`src/hw/uart_ctl_pkg.sv`:
```
// Constants and types for the serial channel control block
// Function
// - Transmit FIFO reset clears level, self-clearing
// - DMA select changes ready pin behaviour
// - Transmit request below trigger or empty
// - Transmit trigger bits need enhanced enable
// - Receive request when count crosses trigger
// - One table select serves both directions
// - Tables A and B trigger levels
// - Table C levels, table D programmable
// - Word length five to eight bits
// - Stop bits one, one and a half, or two
// - Parity enable generates and checks parity
// - Even/odd select, odd by default
// - Forced parity mark or space
// - Break holds serial output low
// - Divisor access steers register map
// - Terminal-ready bit drives active-low pin
// - Request-to-send pin, auto and half-duplex
// - First aux bit feeds ring in loopback
// - Second aux pin, carrier in loopback
// - Loopback enable bit
// - FIFO enable must accompany other bits
// - Loopback clear-to-send follows request-to-send
package uart_ctl_pkg;

  localparam int ADDR_W          = 4;
  localparam int LVL_W           = 7;
  localparam int FIFO_DEPTH_DFLT = 64;

  localparam logic [3:0] OFF_DATA       = 4'h0;
  localparam logic [3:0] OFF_DIV_HIGH   = 4'h1;
  localparam logic [3:0] OFF_FIFO_CTL   = 4'h2;
  localparam logic [3:0] OFF_LINE       = 4'h3;
  localparam logic [3:0] OFF_MODEM_CTL  = 4'h4;
  localparam logic [3:0] OFF_DIV_FRAC   = 4'h5;
  localparam logic [3:0] OFF_MODEM_STAT = 4'h6;
  localparam logic [3:0] OFF_ENH        = 4'h7;
  localparam logic [3:0] OFF_AUX        = 4'h8;
  localparam logic [3:0] OFF_ALT        = 4'h9;
  localparam logic [3:0] OFF_TRIG       = 4'hA;
  localparam logic [3:0] OFF_TX_LEVEL   = 4'hB;
  localparam logic [3:0] OFF_RX_LEVEL   = 4'hC;

  localparam int FC_EN     = 0;
  localparam int FC_TX_RST = 2;
  localparam int FC_DMA    = 3;
  localparam int FC_TXT_LO = 4;
  localparam int FC_RXT_LO = 6;
  localparam int LF_STOP   = 2;
  localparam int LF_PAR_EN = 3;
  localparam int LF_EVEN   = 4;
  localparam int LF_FORCE  = 5;
  localparam int LF_BREAK  = 6;
  localparam int LF_DIV    = 7;
  localparam int MC_TERM   = 0;
  localparam int MC_RTS    = 1;
  localparam int MC_AUX1   = 2;
  localparam int MC_AUX2   = 3;
  localparam int MC_LOOP   = 4;
  localparam int EF_ENH    = 4;
  localparam int EF_AUTO   = 6;
  localparam int FA_HALF   = 3;
  localparam int FA_TBL_LO = 4;
  localparam int FA_TRG_TX = 7;
  localparam int AF_PIN_LO = 1;

  localparam logic [7:0]       RST_BYTE   = 8'h00;
  localparam logic [LVL_W-1:0] RST_TRIG   = 7'h01;
  localparam logic [3:0]       MIN_BITS   = 4'h5;
  localparam logic [2:0]       STOP_ONE   = 3'h2;
  localparam logic [2:0]       STOP_ONE_H = 3'h3;
  localparam logic [2:0]       STOP_TWO   = 3'h4;

  // Index 0 at the right
  localparam logic [3:0][LVL_W-1:0] RX_TBL_A = {7'h0E, 7'h08, 7'h04, 7'h01};
  localparam logic [3:0][LVL_W-1:0] RX_TBL_B = {7'h1C, 7'h18, 7'h10, 7'h08};
  localparam logic [3:0][LVL_W-1:0] TX_TBL_B = {7'h1E, 7'h18, 7'h08, 7'h10};
  localparam logic [3:0][LVL_W-1:0] RX_TBL_C = {7'h3C, 7'h38, 7'h10, 7'h08};
  localparam logic [3:0][LVL_W-1:0] TX_TBL_C = {7'h38, 7'h20, 7'h10, 7'h08};
  localparam logic [LVL_W-1:0]      TX_TRG_A = 7'h01;

  typedef enum logic [1:0] {
    PAR_ODD   = 2'h0,
    PAR_EVEN  = 2'h1,
    PAR_MARK  = 2'h2,
    PAR_SPACE = 2'h3
  } parity_mode_t;

  typedef struct packed {
    logic [3:0]   data_bits;
    logic [2:0]   stop_halves;
    logic         parity_en;
    parity_mode_t parity;
    logic         brk;
  } frame_cfg_t;

  typedef struct packed {
    logic [7:0] low;
    logic [7:0] high;
    logic [7:0] frac;
  } divisor_t;

  typedef struct packed {
    logic cd;
    logic ri;
    logic dsr;
    logic cts;
  } modem_in_t;

  typedef struct packed {
    logic [ADDR_W-1:0] addr;
    logic [7:0]        wdata;
    logic              wr;
    logic              rd;
  } reg_req_t;

endpackage : uart_ctl_pkg

```
`src/hw/uart_line_fifo_modem_control.sv`:
```
// Line format, FIFO trigger and modem pin control for one serial channel
//
// The strobed register port and the placing of the registers were left to the implementer.
`timescale 1ns/10ps
module uart_line_fifo_modem_control
  import uart_ctl_pkg::*;
#(
  parameter int FIFO_DEPTH = FIFO_DEPTH_DFLT
) (
  // Clock and reset
  input  wire logic            i_sys_clk,
  input  wire logic            i_rst_n,
  // Register port
  input  wire reg_req_t        i_reg,
  output logic [7:0]           o_rd_data,
  // FIFO side
  input  wire logic [7:0]      i_rx_data,
  input  wire logic            i_rx_push,
  input  wire logic            i_tx_pop,
  output logic                 o_rx_pop,
  output logic                 o_tx_push,
  output logic [7:0]           o_tx_data,
  output logic                 o_tx_fifo_reset,
  output logic                 o_fifo_enable,
  output logic [LVL_W-1:0]     o_tx_level,
  output logic [LVL_W-1:0]     o_rx_level,
  output logic                 o_tx_int_req,
  output logic                 o_rx_int_req,
  output logic                 o_tx_ready_n,
  output logic                 o_rx_ready_n,
  // Serial engine side
  input  wire logic            i_tx_serial,
  input  wire logic            i_tx_busy,
  input  wire logic [7:0]      i_tx_char,
  input  wire logic [7:0]      i_rx_char,
  input  wire logic            i_rx_par_bit,
  input  wire logic            i_rx_check,
  output frame_cfg_t           o_frame,
  output divisor_t             o_divisor,
  output logic                 o_tx_parity,
  output logic                 o_rx_parity_err,
  output logic                 o_loopback,
  // Line and modem pins
  input  wire modem_in_t       i_modem_n,
  output logic                 o_txd,
  output logic                 o_term_ready_n,
  output logic                 o_rts_n,
  output logic                 o_aux_two_n,
  output modem_in_t            o_modem_stat
);

  localparam logic [LVL_W-1:0] DEPTH_L = LVL_W'(FIFO_DEPTH);

  if (FIFO_DEPTH < 64 || FIFO_DEPTH > 127) begin : g_depth_check
    $error("FIFO_DEPTH must lie in 64 to 127");
  end

  typedef struct packed {
    logic             fifo_en;
    logic             dma;
    logic [1:0]       rx_code;
    logic [1:0]       tx_code;
    logic [7:0]       line;
    logic [7:0]       modem;
    logic [7:0]       enh;
    logic [7:0]       aux;
    logic [7:0]       alt;
    logic [LVL_W-1:0] prog_rx;
    logic [LVL_W-1:0] prog_tx;
    divisor_t         div;
    logic [LVL_W-1:0] tx_cnt;
    logic [LVL_W-1:0] rx_cnt;
    logic             tx_pend;
    logic             tx_filled;
    logic             tx_push;
    logic [7:0]       tx_data;
    logic             tx_rst;
    logic [7:0]       rdata;
    logic             tx_par;
    logic             rx_err;
    modem_in_t        s1;
    modem_in_t        s2;
    modem_in_t        s3;
    modem_in_t        filt;
  } state_t;

  state_t st;
  state_t next_st;

  logic             dlab;
  logic             loop;
  logic [1:0]       table_sel;
  logic [LVL_W-1:0] rx_trig;
  logic [LVL_W-1:0] tx_trig;
  logic             wr_data;
  logic             rd_data;
  modem_in_t        stat;

  // Parity bit for a character of the given length
  function automatic logic par_bit(input logic [7:0] ch, input frame_cfg_t f);
    logic [7:0] mask;
    logic       ones;
    mask = 8'hFF >> (4'h8 - f.data_bits);
    ones = ^(ch & mask);
    unique case (f.parity)
      PAR_ODD:   par_bit = ~ones;
      PAR_EVEN:  par_bit = ones;
      PAR_MARK:  par_bit = 1'b1;
      PAR_SPACE: par_bit = 1'b0;
    endcase
  endfunction : par_bit

  assign dlab      = st.line[LF_DIV];
  assign loop      = st.modem[MC_LOOP];
  assign table_sel = st.aux[FA_TBL_LO +: 2];

  // Both directions read the same table select, so the last write governs both
  always_comb begin
    rx_trig = RX_TBL_A[st.rx_code];
    tx_trig = TX_TRG_A;
    unique case (table_sel)
      2'h0: begin
        rx_trig = RX_TBL_A[st.rx_code];
        tx_trig = TX_TRG_A;
      end
      2'h1: begin
        rx_trig = RX_TBL_B[st.rx_code];
        tx_trig = TX_TBL_B[st.tx_code];
      end
      2'h2: begin
        rx_trig = RX_TBL_C[st.rx_code];
        tx_trig = TX_TBL_C[st.tx_code];
      end
      2'h3: begin
        rx_trig = st.prog_rx;
        tx_trig = st.prog_tx;
      end
    endcase
  end

  // Divisor access hides the data register at offset 0; offsets 1 and 5 hold only divisor bytes
  assign wr_data = i_reg.wr && i_reg.addr == OFF_DATA && !dlab;
  assign rd_data = i_reg.rd && i_reg.addr == OFF_DATA && !dlab;

  always_comb begin
    stat.cts = loop ? st.modem[MC_RTS] : ~st.filt.cts;
    stat.dsr = loop ? st.modem[MC_TERM] : ~st.filt.dsr;
    stat.ri  = loop ? st.modem[MC_AUX1] : ~st.filt.ri;
    stat.cd  = loop ? st.modem[MC_AUX2] : ~st.filt.cd;
  end

  always_comb begin
    next_st         = st;
    next_st.tx_push = 1'b0;
    next_st.tx_rst  = 1'b0;
    next_st.rdata   = 8'h00;

    // The first stage feeds only the second; a change counts once two and three agree
    next_st.s1   = i_modem_n;
    next_st.s2   = st.s1;
    next_st.s3   = st.s2;
    next_st.filt = (~(st.s2 ^ st.s3) & st.s3) | ((st.s2 ^ st.s3) & st.filt);

    // Level counters; a push into a full FIFO is dropped
    if (wr_data) begin
      next_st.tx_push = 1'b1;
      next_st.tx_data = i_reg.wdata;
      if (st.tx_cnt < DEPTH_L) begin
        next_st.tx_cnt = st.tx_cnt + 7'h01;
      end
    end
    // A pop in the same cycle as a data write is not counted, so the write still adds one
    if (i_tx_pop && st.tx_cnt != 7'h00 && !wr_data) begin
      next_st.tx_cnt = st.tx_cnt - 7'h01;
    end
    if (i_rx_push && !rd_data && st.rx_cnt < DEPTH_L) begin
      next_st.rx_cnt = st.rx_cnt + 7'h01;
    end
    if (rd_data && !i_rx_push && st.rx_cnt != 7'h00) begin
      next_st.rx_cnt = st.rx_cnt - 7'h01;
    end

    if (i_reg.wr) begin
      unique case (i_reg.addr)
        OFF_DATA: begin
          if (dlab) begin
            next_st.div.low = i_reg.wdata;
          end
        end
        OFF_DIV_HIGH: begin
          if (dlab) begin
            next_st.div.high = i_reg.wdata;
          end
        end
        OFF_DIV_FRAC: begin
          if (dlab) begin
            next_st.div.frac = i_reg.wdata;
          end
        end
        OFF_FIFO_CTL: begin
          next_st.fifo_en = i_reg.wdata[FC_EN];
          if (i_reg.wdata[FC_EN]) begin
            next_st.dma     = i_reg.wdata[FC_DMA];
            next_st.rx_code = i_reg.wdata[FC_RXT_LO +: 2];
            if (st.enh[EF_ENH]) begin
              next_st.tx_code = i_reg.wdata[FC_TXT_LO +: 2];
            end
            if (i_reg.wdata[FC_TX_RST]) begin
              // Shift register is outside and keeps its character
              next_st.tx_cnt    = 7'h00;
              next_st.tx_rst    = 1'b1;
              next_st.tx_filled = 1'b0;
            end
          end
        end
        OFF_LINE:      next_st.line  = i_reg.wdata;
        OFF_MODEM_CTL: next_st.modem = i_reg.wdata;
        OFF_ENH:       next_st.enh   = i_reg.wdata;
        OFF_AUX:       next_st.aux   = i_reg.wdata;
        OFF_ALT:       next_st.alt   = i_reg.wdata;
        OFF_TRIG: begin
          if (st.aux[FA_TRG_TX]) begin
            next_st.prog_tx = i_reg.wdata[LVL_W-1:0];
          end else begin
            next_st.prog_rx = i_reg.wdata[LVL_W-1:0];
          end
        end
        default: ;
      endcase
    end

    if (i_reg.rd) begin
      unique case (i_reg.addr)
        OFF_DATA:       next_st.rdata = dlab ? st.div.low : i_rx_data;
        OFF_DIV_HIGH:   next_st.rdata = dlab ? st.div.high : 8'h00;
        OFF_DIV_FRAC:   next_st.rdata = dlab ? st.div.frac : 8'h00;
        OFF_LINE:       next_st.rdata = st.line;
        OFF_MODEM_CTL:  next_st.rdata = st.modem;
        OFF_MODEM_STAT: next_st.rdata = {stat, 4'h0};
        OFF_ENH:        next_st.rdata = st.enh;
        OFF_AUX:        next_st.rdata = st.aux;
        OFF_ALT:        next_st.rdata = st.alt;
        OFF_TRIG:       next_st.rdata = {1'b0, st.aux[FA_TRG_TX] ? st.prog_tx : st.prog_rx};
        OFF_TX_LEVEL:   next_st.rdata = {1'b0, st.tx_cnt};
        OFF_RX_LEVEL:   next_st.rdata = {1'b0, st.rx_cnt};
        default:        next_st.rdata = 8'h00;
      endcase
    end

    // A reload that never passed the trigger still warns when it drains
    if (next_st.tx_cnt > tx_trig) begin
      next_st.tx_filled = 1'b1;
    end else if (next_st.tx_cnt == 7'h00) begin
      next_st.tx_filled = 1'b0;
    end
    if (wr_data) begin
      next_st.tx_pend = 1'b0;
    end
    // Set wins over the clear by a data write in the same cycle
    if ((st.tx_cnt >= tx_trig && next_st.tx_cnt < tx_trig) ||
        (st.tx_cnt != 7'h00 && next_st.tx_cnt == 7'h00 && !st.tx_filled)) begin
      next_st.tx_pend = 1'b1;
    end

    next_st.tx_par = par_bit(i_tx_char, o_frame);
    if (i_rx_check) begin
      next_st.rx_err = o_frame.parity_en && (i_rx_par_bit != par_bit(i_rx_char, o_frame));
    end
  end

  always_ff @(posedge i_sys_clk) begin
    if (!i_rst_n) begin
      st         <= '0;
      st.line    <= RST_BYTE;
      st.modem   <= RST_BYTE;
      st.prog_rx <= RST_TRIG;
      st.prog_tx <= RST_TRIG;
      // Pins idle high, so a reset at rest shows no modem change
      st.s1      <= '1;
      st.s2      <= '1;
      st.s3      <= '1;
      st.filt    <= '1;
    end else begin
      st <= next_st;
    end
  end

  // Frame format shared by transmitter and receiver
  always_comb begin
    o_frame.data_bits = MIN_BITS + {2'h0, st.line[1:0]};
    if (!st.line[LF_STOP]) begin
      o_frame.stop_halves = STOP_ONE;
    end else if (st.line[1:0] == 2'h0) begin
      o_frame.stop_halves = STOP_ONE_H;
    end else begin
      o_frame.stop_halves = STOP_TWO;
    end
    o_frame.parity_en = st.line[LF_PAR_EN];
    o_frame.parity    = parity_mode_t'({st.line[LF_FORCE], st.line[LF_EVEN]});
    o_frame.brk       = st.line[LF_BREAK];
  end

  // Receive request follows the count, so reads below the trigger drop it
  assign o_rd_data       = st.rdata;
  assign o_rx_pop        = rd_data;
  assign o_tx_push       = st.tx_push;
  assign o_tx_data       = st.tx_data;
  assign o_tx_fifo_reset = st.tx_rst;
  assign o_fifo_enable   = st.fifo_en;
  assign o_tx_level      = st.tx_cnt;
  assign o_rx_level      = st.rx_cnt;
  assign o_tx_int_req    = st.tx_pend;
  assign o_rx_int_req    = st.rx_cnt >= rx_trig;
  assign o_divisor       = st.div;
  assign o_tx_parity     = st.tx_par;
  assign o_rx_parity_err = st.rx_err;
  assign o_loopback      = loop;
  assign o_modem_stat    = stat;

  // Normal mode flags single characters; DMA mode asks for blocks
  assign o_tx_ready_n = st.dma ? (st.tx_cnt >= DEPTH_L) : (st.tx_cnt != 7'h00);
  assign o_rx_ready_n = st.dma ? (st.rx_cnt < rx_trig) : (st.rx_cnt == 7'h00);

  // Loopback parks the line high and modem outputs inactive
  assign o_txd = loop ? 1'b1 : (st.line[LF_BREAK] ? 1'b0 : i_tx_serial);

  assign o_term_ready_n = loop | ~st.modem[MC_TERM];

  // Half-duplex steering beats auto flow control, which beats the plain bit
  always_comb begin
    if (loop) begin
      o_rts_n = 1'b1;
    end else if (st.aux[FA_HALF]) begin
      o_rts_n = ~i_tx_busy;
    end else if (st.enh[EF_AUTO]) begin
      o_rts_n = st.rx_cnt >= rx_trig;
    end else begin
      o_rts_n = ~st.modem[MC_RTS];
    end
  end

  assign o_aux_two_n = loop || st.alt[AF_PIN_LO +: 2] != 2'h0 || !st.modem[MC_AUX2];

endmodule : uart_line_fifo_modem_control

```
`config.mk`:
```
export PLATFORM = sky130hd
export DESIGN_NAME = uart_line_fifo_modem_control
export DESIGN_NICKNAME = d
export VERILOG_FILES = /design/src/hw/uart_ctl_pkg.sv /design/src/hw/uart_line_fifo_modem_control.sv
export SDC_FILE = /design/constraint.sdc
export NUM_CORES = 1
export LEC_CHECK = 0
export BUFFER_PORTS_ARGS = -buffer_cell sky130_fd_sc_hd__buf_2
export CAP_MARGIN = 20
export CORE_MARGIN = 2
export CORE_UTILIZATION = 30
export CTS_CLUSTER_SIZE = 14
export DETAILED_ROUTE_END_ITERATION = 6
export GPL_ROUTABILITY_DRIVEN = 0
export PLACE_DENSITY = 0.54
export RECOVER_POWER = 50
export SLEW_MARGIN = 0
export SYNTH_ARGS = -nofsm -noshare
export SYNTH_HDL_FRONTEND = slang
export SYNTH_SLANG_ARGS = --single-unit
```
`constraint.sdc`:
```
create_clock -name i_sys_clk -period 8.4 [get_ports i_sys_clk]
set_input_delay 0 -clock i_sys_clk [delete_from_list [all_inputs] [get_ports i_sys_clk]]
set_output_delay 0 -clock i_sys_clk [all_outputs]
set_load 0.03 [all_outputs]
```
==> key figures, run 1 <==
Outcome
  • Status: finished clean

Setup path
  • Slowest-stage cell, CP: clkbuf_1
  • Critical Path AT: 3740 ps
  • Crit path cell chain: clkbuf_1 > nor3b_1 > nand2_1 > mux2i_1 > xnor2_1 > nor2_1 > ha_1 > nand4_1 > a21oi_1 > o31a_1 > nand2b_1 > o311a_1
  • CP Capture Type: flip-flop
  • Bufs and invs on worst path: 1
  • CP required: ~8700 ps
  • Startpoint types: primary input
  • Crit path kind: in2reg
  • Reg2reg setup slack: 5040 ps
  • Crit Path Max Fanout: 26
  • CP peak stage delay: 910 ps
  • Cell family with most CP delay: simple AND/OR/NAND/NOR gates

Pwr
  • Combinational share of power: 28.3%
  • Reg power frac: 34.8%
  • PwrDens: between 200 and 250 mW/mm^2
  • Sw power: 0.000727 W
  • Max VDD drop: 0.108 mV
  • Clk network pwr share: a little under two fifths
  • Cell-internal power: 0.00141 W
  • Leak: around 3.4 nW
  • Sw Ratio: around a third

STA
  • Min Tclk post-route: 3420 ps
  • Clock skew: 13.0 ps
  • Period utilisation layout: 40.7%
  • Final Max Slew Viols: 0
  • Max-slew headroom: 13.9%
  • Slew of the pin with the lowest slew margin: about 1300 ps
  • Sum Neg Setup Slack: 0 ps
  • Final WS setup: 4980 ps
  • Setup violators final: 0
  • Final hold vios: 0
  • F_max: between 200 and 300 MHz
  • RSZ-0062 raised after global routing: no

Logic synthesis
  • Ranking of synthesized cells by area: dfxtp_1 35%, mux2i_1 10%, ha_1 5.7%, buf_4 5.6%, nor2_1 4.9%
  • Post-Synthesis Cell Area: 0.00786 sq mm
  • Syn. warnings: 0
  • Area leader, netlist: dfxtp_1
  • Post-synthesis sequential area ratio: between 30% and 40%
  • Mean Syn Cell Area: 8.33 sq um
  • Post-synth top cells: 136 x dfxtp_1, 102 x nor2_1, 95 x nand2_1
  • Synth top area share: between 30% and 40%
  • Synth Flop Type: dfxtp_1
  • Top-count cell post-synth: dfxtp_1
  • FF+latch count, synth: between 100 and 150
  • Syn_nets: roughly 1000
  • Post-synth EDFFs: 0
  • Synth cell types: 74
  • Ys async rst share: 0%
  • Post-Syn Instances: 944

Route
  • DRC: 0
  • Antenna Violating Nets Remaining: 0
  • Vias: 6902
  • Drt wl/cell: 18.8 um
  • DR pass1 iterations: 5
  • Wirelength, routed: between 20000 and 30000 um
  • Initial DRC Count: 539
  • Via density: 5.15

Global route
  • First-pass GRT wire length: 38700 um
  • Total track usage: 18.0%
  • GR Overflow Total: 0
  • Maximum number of pins on one net before global-route repair: 103
  • Number of global-route vias before repair: 6500
  • Initial antenna violation count: 0

Placement
  • Pre-CTS setup slack: 5060 ps
  • Port bufs: 133
  • DP HPWL: approximately 18000 um

Clocking
  • Clk_lat worst skew: 430 ps
  • Maximum root-to-sink buffer count: 2
  • CTS tree: done
  • Post-CTS sizing: 0
  • TritonCTS Buffers: 17
  • H-tree depth: 4
  • CTS Root Cell: clkbuf_16
  • Setup repair bufs after CTS: 0
  • Reg clk slew, reported paths: 60 ps
  • CTS sink cnt: about 140

Die
  • IO Pins: 134
  • Die Span Y: approximately 170 um
  • Die W: 166 um
  • FP Rows: a little under 60
  • Starting Density: 30.3%
  • Die area: 0.0275 sq mm
  • CORE AREA: 0.0259 sq mm

Layout
  • P&R area growth vs syn: 13.5%
  • Antenna cell count: 0
  • Share of cells above drive strength 1: 11.5%
  • Fillers: about 2800
  • Fin nets: 1079

Min path
  • Worst hold path type: in2reg

Flow run
  • Max cap viols: 0
-- power by group through the flow --
stage	logic [W]	registers [W]	clock network (W)
5_1_grt	0.000673	0.000747	0.000825
3_5_place_dp	0.000602	0.000755	0
3_3_place_gp	0.000599	0.000753	0
6_report	0.000603	0.000741	0.000788
2_1_floorplan	0.000493	0.000716	0
4_1_cts	0.000608	0.000741	0.000799
-- placed cells by master (no fill, tap or decap), types with 6 or more instances in the layout --
cell / netlist / routed
a21oi_1: 75 / 75
clkbuf_1: 45 / 76
o21ai_0: 40 / 40
nand2_1: 95 / 95
a21o_1: 7 / 7
clkbuf_16: 0 / 17
dlygate4sd3_1: 0 / 7
nor2_1: 102 / 102
nand4_1: 8 / 8
buf_2: 7 / 58
nor2b_1: 16 / 16
xnor2_1: 15 / 15
mux2i_1: 79 / 79
ha_1: 36 / 36
nor3b_1: 7 / 7
nand3_1: 34 / 34
o22ai_1: 7 / 7
nor3_1: 6 / 6
nand2b_1: 21 / 21
inv_1: 34 / 33
and2_1: 6 / 6
dfxtp_1: 136 / 136
-- worst reg2reg max path, delay by kind of cell, from the launching register on --
family          cells  cell delay, ps
fa+ha+maj           2             490
buf+inv             1             170
flops               1             370
compound gates      7            1470
simple gates        4             770
-- logic make-up (layout without fill, tap and decap cells) --
group | count (synthesis) | count (layout) | synth area share [%]
xor+xnor | 21 | 21 | 2.79
simple gates | 325 | 325 | 20.2
flops | 136 | 136 | 34.6
compound gates | 192 | 192 | 15.7
buf+inv | 151 | 211 | 10.2
fa+ha+maj | 38 | 38 | 6.11
mux | 81 | 81 | 10.3
-- per-layer routing --
layer / up-vias / global-route usage, % / wire length (um)
li1: 3333 / - / -
met1: 3265 / 24.4 / 11700
met2: 269 / 28.9 / 11500
met3: 35 / 3.48 / 1440
met4: 0 / 5.71 / 520
met5: - / 0 / 0
-- worst paths after layout --
| check | end | cells after the start | startpoint |
|---|---|---|---|
| max reg2reg | st[36]$_SDFFE_PN0P_ | 14 | o_tx_level[0]$_SDFF_PN0_ |
| min reg2reg | next_st[4]$_SDFF_PN1_ | 1 | next_st[8]$_SDFF_PN1_ |
| max | st[36]$_SDFFE_PN0P_ | 12 | i_reg[1] |
| min | o_divisor[6]$_SDFFE_PN0P_ | 3 | i_reg[8] |
-- cell type report --
cell class	instances	area, sq um	area share (%)
Multi-Input combinational cell	657	4330	48.6
Sequential cell	136	2720	30.5
Timing Repair Buffer	145	699	7.84
Clock buffer	21	470	5.27
Tap cell	335	419	4.70
Clock inverter	10	144	1.61
Inverter	35	131	1.47
-- what timing repair did --
item,4_1_cts,5_1_grt
hold buffers,7,0
setup endpoints to repair,0,0
endpoints found under the hold margin,10,0
-- sequential cells by signal, indices dropped and copies added, names as in the netlist, 4 cells and up, named ones only --
name        count
next_st         8
o_divisor      24
o_frame         4
o_rd_data       8
o_rx_level      7
o_tx_data       8
o_tx_level      7
st             58
-- per-stage QoR --
stage          hold slack (ps)  instance area [sq um]  utilization (%)  cells  power, W
2_1_floorplan              101                   7860                -    944   0.00121
3_3_place_gp               184                   8300             32.0   1300   0.00135
3_5_place_dp               183                   8300             32.0   1300   0.00136
4_1_cts                   5.25                   8990             34.7   1338   0.00215
5_1_grt                   15.7                   8920             34.4   1339   0.00224
6_report                  2.39                   8920             34.4   1339   0.00213
No activity file was read; power rests on OpenSTA's default activity.
==> run 2, diff against run 1 <==
clock period = 3.55 ns   (was 8.4 ns; I/O delays follow)
==> key figures, run 2 (same netlist as run 1, synthesis figures left out) <==
Outcome
  • Status: finished, violations left
  • Failing checks: capacitance limit, slew limit

Min path
  • Worst hold path type: in2reg
  • Worst Hold Launch: i_reg[3]
  • Endpoint, Worst Hold: o_divisor[1]$_SDFFE_PN0P_
  • Hold depth: 3 (unchanged)

Die
  • Die Span Y: 166 um (unchanged)
  • CORE AREA: 0.0259 sq mm (unchanged)
  • FP Rows: 59 (unchanged)
  • Die W: 166 um (unchanged)
  • IO Pins: 134 (unchanged)
  • Starting Density: 30.3% (unchanged)
  • Die area: 0.0275 sq mm (unchanged)

Placement
  • Port bufs: 133 (unchanged)
  • DP HPWL: 18100 um (+3.2%)

Global route
  • Total track usage: 18.2% (+0.20 points)
  • First-pass GRT wire length: 39100 um (+1.1%)
  • Initial antenna violation count: 0 (unchanged)
  • Maximum number of pins on one net before global-route repair: 87 (-16%)
  • Number of global-route vias before repair: 6562 (+0.95%)
  • GR Overflow Total: 0 (unchanged)

Pwr
  • Sw Ratio: 33.5% (-0.59 points)
  • Leak: 3.49 nW (+2.5%)
  • Clk network pwr share: 36.8% (about the same)
  • Combinational share of power: 29.0% (+0.7 points)
  • PwrDens: 556 mW/mm^2 (+130%)
  • Reg power frac: 34.2% (-0.6 points)
  • Max VDD drop: 0.189 mV (+74%)
  • Cell-internal power: 0.00334 W (+140%)
  • Design Power: 0.00502 W (+140%)
  • Sw power: 0.00168 W (+130%)

Route
  • Via density: 5.10 (-1.0%)
  • DR pass1 iterations: 5 (unchanged)
  • Vias: 6914 (+0.17%)
  • Antenna Violating Nets Remaining: 0 (unchanged)
  • Drt wl/cell: 18.6 um (-1.2%)
  • DRC: 0 (unchanged)
  • Wirelength, routed: 25200 um (about the same)
  • Initial DRC Count: 609 (+13%)

Setup path
  • CP Capture Type: flip-flop
  • Crit Path Max Fanout: 6 (-77%)
  • Critical Path AT: 3640 ps (-100 ps)
  • R2R depth: 14 (unchanged)
  • R2R Path End: st[36]$_SDFFE_PN0P_
  • CP required: 3870 ps (-4850 ps)
  • Crit path kind: reg2reg
  • RR Startpoint: o_tx_level[0]$_SDFF_PN0_
  • Reg2reg setup slack: 220 ps (-4820 ps)
  • Startpoint types: flip-flop

Layout
  • Antenna cell count: 0 (unchanged)
  • P&R area growth vs syn: 14.7%
  • Fillers: 2721 (-1.5%)
  • Share of cells above drive strength 1: 12.8% (+1.4 points)
  • Max reg flops: 58 (unchanged)
  • Most frequent cells in the layout: 136 x dfxtp_1, 102 x nor2_1, 95 x nand2_1
  • Commonest non-fill, non-tap cell in the layout: dfxtp_1
  • Fin nets: 1096 (+1.6%)
  • Most flop-heavy register: st

Clocking
  • Reg clk slew, reported paths: 60 ps (about the same)
  • CTS Root Cell: clkbuf_16
  • Maximum root-to-sink buffer count: 2 (unchanged)
  • TritonCTS Buffers: 17 (unchanged)
  • CTS sink cnt: 136 (unchanged)
  • H-tree depth: 4 (unchanged)
  • CTS tree: done
  • Clk_lat worst skew: 420 ps (about the same)
  • Post-CTS sizing: 0 (unchanged)

STA
  • Period utilisation layout: approximately 94%
  • Slew of the pin with the lowest slew margin: 1690 ps (+395 ps)
  • Final hold vios: 0 (unchanged)
  • Sum Neg Setup Slack: 0 ps (unchanged)
  • Setup violators final: 0 (unchanged)
  • F_max: 301 MHz
  • Max-slew headroom: -12.4% (-26 points)
  • Min Tclk post-route: between 3000 and 4000 ps
  • Clock skew: 8.20 ps (-4.83 ps)
  • RSZ-0062 raised after global routing: no
  • Final Max Slew Viols: 31 (+31)

Flow run
  • Max cap viols: 1 (+1)
## run 2: cell types whose count changed in the layout (fill, tap and decap cells not counted)
cell and change:
buf_12 +1, buf_4 +13, buf_2 +4, clkbuf_1 -1, clkinv_4 +1, buf_16 -1, nor3_4 -1, clkinvlp_4 -1
nor3_1 +1
## run 2: layout make-up
type                            count  area (sq um)  share of cell area, %
Inverter                           35           131                   1.46
Tap cell                          335           419                   4.65
Timing Repair Buffer              162           810                   8.98
Sequential cell                   136          2720                   30.2
Multi-Input combinational cell    657          4320                   47.9
Clock buffer                       20           467                   5.18
Clock inverter                     10           145                   1.61
## run 2: critical path, cell delays in order, from the launching register on
cell	delay, ps
dfxtp_1	360
inv_1	160
ha_1	180
or3b_4	420
o41ai_4	320
o221ai_1	160
o311ai_1	150
nor2_1	80
ha_1	310
nor2b_1	130
o21ai_0	150
a21oi_1	100
o31a_1	290
nand2b_1	140
o311a_1	290
## run 2: metal layers
metal	vias to the layer above	global-route usage [%]	routed length (um)
li1	3363	-	-
met1	3301	24.2	11500
met4	0	5.48	488
met5	-	0	0
met2	213	29.7	11800
met3	37	3.88	1440
## run 2: power groups by stage
stage / sequential [W] / clock (W) / combinational [W]
final: 0.00171 / 0.00185 / 0.00145
after global routing: 0.00173 / 0.00194 / 0.00162
after CTS: 0.00171 / 0.00188 / 0.00147
after detailed placement: 0.00174 / 0 / 0.00146
after global placement: 0.00174 / 0 / 0.00145
after floorplan: 0.00169 / 0 / 0.00117
## run 2: stage by stage
stage / instances / worst slack, ps / hold WS, ps / utilization (%) / cell area (sq um)
after global placement: 1318 / 297 / 183 / 32.6 / 8450
after detailed placement: 1318 / 231 / 186 / 32.6 / 8450
after global routing: 1355 / 5.98 / 24.5 / 34.8 / 9020
after floorplan: 944 / 476 / 101 / - / 7860
final: 1355 / 223 / 13.7 / 34.8 / 9020
after CTS: 1355 / 230 / 4.01 / 35.2 / 9130
## run 2: worst max-delay path by stage
stage               slack [ps]                startpoint                   to
CTS                        230  o_tx_level[0]$_SDFF_PN0_  st[36]$_SDFFE_PN0P_
floorplan                  480  o_tx_level[0]$_SDFF_PN0_  st[36]$_SDFFE_PN0P_
global placement           300  o_tx_level[0]$_SDFF_PN0_  st[36]$_SDFFE_PN0P_
finish                     220  o_tx_level[0]$_SDFF_PN0_  st[36]$_SDFFE_PN0P_
detailed placement         230  o_tx_level[0]$_SDFF_PN0_  st[36]$_SDFFE_PN0P_
global route                 6  o_tx_level[0]$_SDFF_PN0_  st[36]$_SDFFE_PN0P_
## run 2: timing repair
item	4_1_cts	5_1_grt
hold buffers	7	0
hold endpoints to repair	7	0
setup buffers	0	0
==> run 3, diff against run 2 <==
ABC_AREA = 1   (was not set)
CORE_ASPECT_RATIO = 1.25   (was not set)
==> key figures, run 3 <==
Outcome
  • Status: finished, violations left
  • Failing checks: capacitance limit, slew limit

Pwr
  • Design Power: 0.00467 W (-6.8%)
  • Sw Ratio: 30.1% (-3.4 points)
  • Sw power: 0.00141 W (-16%)
  • Leak: 3.66 nW (+4.8%)
  • Reg power frac: 35.7% (+1.5 points)
  • Clk network pwr share: 43.7% (+6.9 points)
  • Cell-internal power: 0.00327 W (-2.0%)
  • PwrDens: 528 mW/mm^2 (-5.0%)
  • Combinational share of power: 20.6% (-8.4 points)
  • Max VDD drop: 0.246 mV (+30%)

STA
  • Slew of the pin with the lowest slew margin: 1970 ps (+288 ps)
  • Max-slew headroom: -31.6% (-19 points)
  • Final Max Slew Viols: 37 (+19%)
  • Min Tclk post-route: 3070 ps (-253 ps)
  • RSZ-0062 raised after global routing: no
  • Final WS setup: 476 ps (+253 ps)
  • Sum Neg Setup Slack: 0 ps (unchanged)
  • Clock skew: 8.91 ps (+0.706 ps)
  • Setup violators final: 0 (unchanged)
  • Final hold vios: 0 (unchanged)
  • F_max: 325 MHz (+8.2%)
  • Period utilisation layout: 86.6% (-7.1 points)

Logic synthesis
  • Syn. warnings: 0 (unchanged)
  • Top-count cell post-synth: nand2_1
  • Post-synthesis sequential area ratio: 35.5% (+0.88 points)
  • Post-synth EDFFs: 0 (unchanged)
  • Post-Syn Instances: 1078 (+14%)
  • Synth top area share: 35.5% (+0.88 points)
  • Synth Flop Type: dfxtp_1
  • Ys async rst share: 0% (unchanged)
  • Post-synth top cells: 200 x nand2_1, 136 x dfxtp_1, 129 x inv_1
  • Synth cell types: 46 (-38%)
  • Post-Synthesis Cell Area: 0.00767 sq mm (-2.5%)
  • Ranking of synthesized cells by area: dfxtp_1 36%, nand2_1 9.8%, a21oi_1 8.0%, o21ai_0 7.4%, inv_1 6.3%
  • FF+latch count, synth: 136 (unchanged)
  • Mean Syn Cell Area: 7.11 sq um (-15%)
  • Area leader, netlist: dfxtp_1
  • Syn_nets: 1165 (+13%)

Route
  • DR pass1 iterations: 5 (unchanged)
  • DRC: 0 (unchanged)
  • Vias: 7218 (+4.4%)
  • Antenna Violating Nets Remaining: 0 (unchanged)
  • Drt wl/cell: 16.8 um (-9.6%)
  • Initial DRC Count: 534 (-12%)
  • Wirelength, routed: 25100 um (-0.48%)
  • Via density: 4.84 (-5.2%)

Die
  • CORE AREA: 0.0252 sq mm (-2.7%)
  • Die Span Y: 183 um (+10%)
  • Starting Density: 30.4% (+0.072 points)
  • Die area: 0.0269 sq mm (-2.4%)
  • Die W: 147 um (-11%)
  • FP Rows: 65 (+10%)
  • IO Pins: 134 (unchanged)

Setup path
  • Critical Path AT: 3070 ps (-570 ps)
  • Most common cell on crit path: nand2_1
  • Cell family with most CP delay: compound AO/OA/AOI/OAI gates
  • Crit path kind: reg2out
  • Crit path cell chain: nand2_1 > inv_1 > nor2_1 > nand2_1 > o221ai_1 > ha_1 > a21oi_1 > o21ai_0 > nand2_1 > o211a_1 > nand2_1 > o21ai_0 > o211ai_1 > buf_2
  • CP peak stage delay: 420 ps (about the same)
  • Crit Path Max Fanout: 9 (+3)
  • Startpoint types: flip-flop
  • Bufs and invs on worst path: 2 (+1)
  • CP Capture Type: output pin
  • Slowest-stage cell, CP: dfxtp_1
  • CP required: 3550 ps (-320 ps)

Layout
  • Most flop-heavy register: st
  • Share of cells above drive strength 1: 11.8% (-1.0 points)
  • Commonest non-fill, non-tap cell in the layout: nand2_1
  • Fin nets: 1231 (+12%)
  • Max reg flops: 58 (unchanged)
  • Fillers: 2830 (+4.0%)
  • Post-route cell area: 0.00885 sq mm (-1.9%)
  • Antenna cell count: 0 (unchanged)
  • P&R area growth vs syn: 15.4%
  • Most frequent cells in the layout: 200 x nand2_1, 136 x dfxtp_1, 133 x inv_1

Clocking
  • CTS Root Cell: clkbuf_16
  • CTS tree: done
  • TritonCTS Buffers: 17 (unchanged)
  • Post-CTS Hold Fix Bufs: 12 (+5)
  • Clk_lat worst skew: 430 ps (about the same)
  • H-tree depth: 4 (unchanged)
  • CTS sink cnt: 136 (unchanged)
  • Post-CTS sizing: 0 (unchanged)
  • Reg clk slew, reported paths: 60 ps (about the same)
  • Maximum root-to-sink buffer count: 2 (unchanged)
  • Setup repair bufs after CTS: 0 (unchanged)

Min path
  • Worst hold path type: in2reg

Global route
  • Grt peak-use layer: met2
  • Number of global-route vias before repair: 6828 (+4.1%)
  • GR Overflow Total: 0 (unchanged)
  • M1 GR Usage: 21.2% (-3.0 points)
  • Met3 Track Usage GR: 3.38% (-0.50 points)
  • Initial antenna violation count: 0 (unchanged)
  • First-pass GRT wire length: 38000 um (-2.8%)
  • GR Util met2: 34.2% (+4.5 points)
  • Maximum number of pins on one net before global-route repair: 82 (-5.7%)
  • Total track usage: 18.4% (+0.19 points)

Flow run
  • Max cap viols: 1 (unchanged)

Placement
  • Port bufs: 133 (unchanged)
  • Placed standard-cell area: 0.00816 sq mm (-3.5%)
  • DP HPWL: 18600 um (+3.1%)
  • Pre-CTS setup slack: 764 ps (+533 ps)
## run 3: cell types whose count changed after synthesis, sizes merged, moves of 21 or more
cell / before / now
nand2: 95 / 203
inv: 35 / 136
mux2i: 79 / 0
o21ai: 41 / 116
a21oi: 75 / 124
nor2: 104 / 69
nand2b: 21 / 0
## run 3: path summary, 6_finish.rpt
check / slack, ps / start / cells past startpoint / end
setup / recovery: 480 / st[102]$_SDFFE_PN0P_ / 14 / o_rts_n
hold reg to reg: 410 / next_st[8]$_SDFF_PN1_ / 1 / next_st[4]$_SDFF_PN1_
hold / removal: 20 / i_reg[12] / 5 / st[108]$_SDFFE_PN0P_
setup reg to reg: 690 / dlab$_SDFFE_PN0P_ / 15 / o_tx_int_req$_SDFFE_PN0P_
## run 3: cell families after synthesis
logic type               share of synthesized area (%)
adder cells (fa/ha/maj)                           6.14
flip-flops                                        35.5
AND/OR/NAND/NOR                                   20.3
XOR/XNOR                                          2.40
AO/OA/AOI/OAI                                     20.8
buffers and inverters                             14.8
## run 3: through the flow
step                      utilization, %  hold slack, ps  cells
after global routing                35.1            25.3   1492
after detailed placement            32.4             188   1448
final                               35.1            15.6   1492
after floorplan                        -             107   1078
after global placement              32.4             185   1448
after CTS                           35.5            10.3   1492
## run 3: final cells by class
cell class / instances / area [sq um] / area share [%]
Multi-Input combinational cell: 703 / 3790 / 42.8
Clock buffer: 20 / 457 / 5.16
Tap cell: 335 / 419 / 4.74
Clock inverter: 12 / 219 / 2.47
Timing Repair Buffer: 149 / 731 / 8.26
Inverter: 137 / 514 / 5.81
Sequential cell: 136 / 2720 / 30.8
## run 3: power by group through the flow
stage	Sequential (W)	Combinational (W)	Clock, W
global route	0.00168	0.00108	0.00215
CTS	0.00167	0.000979	0.00207
detailed placement	0.00170	0.000965	0
global placement	0.00170	0.000961	0
finish	0.00167	0.000962	0.00204
floorplan	0.00168	0.000742	0
## run 3: metal layers
| metal | wire length [um] | vias to the layer above | share of wire, % |
|---|---|---|---|
| li1 | - | 3639 | - |
| met3 | 1190 | 46 | 4.8 |
| met4 | 680 | 0 | 2.7 |
| met5 | 0 | - | 0 |
| met1 | 10400 | 3321 | 41 |
| met2 | 12800 | 212 | 51 |
## run 3: tightest hold or removal path: stages
cell	delay, ps
buf_2	130
nand2_1	60
nor2_1	70
nand3_1	70
a21oi_1	60
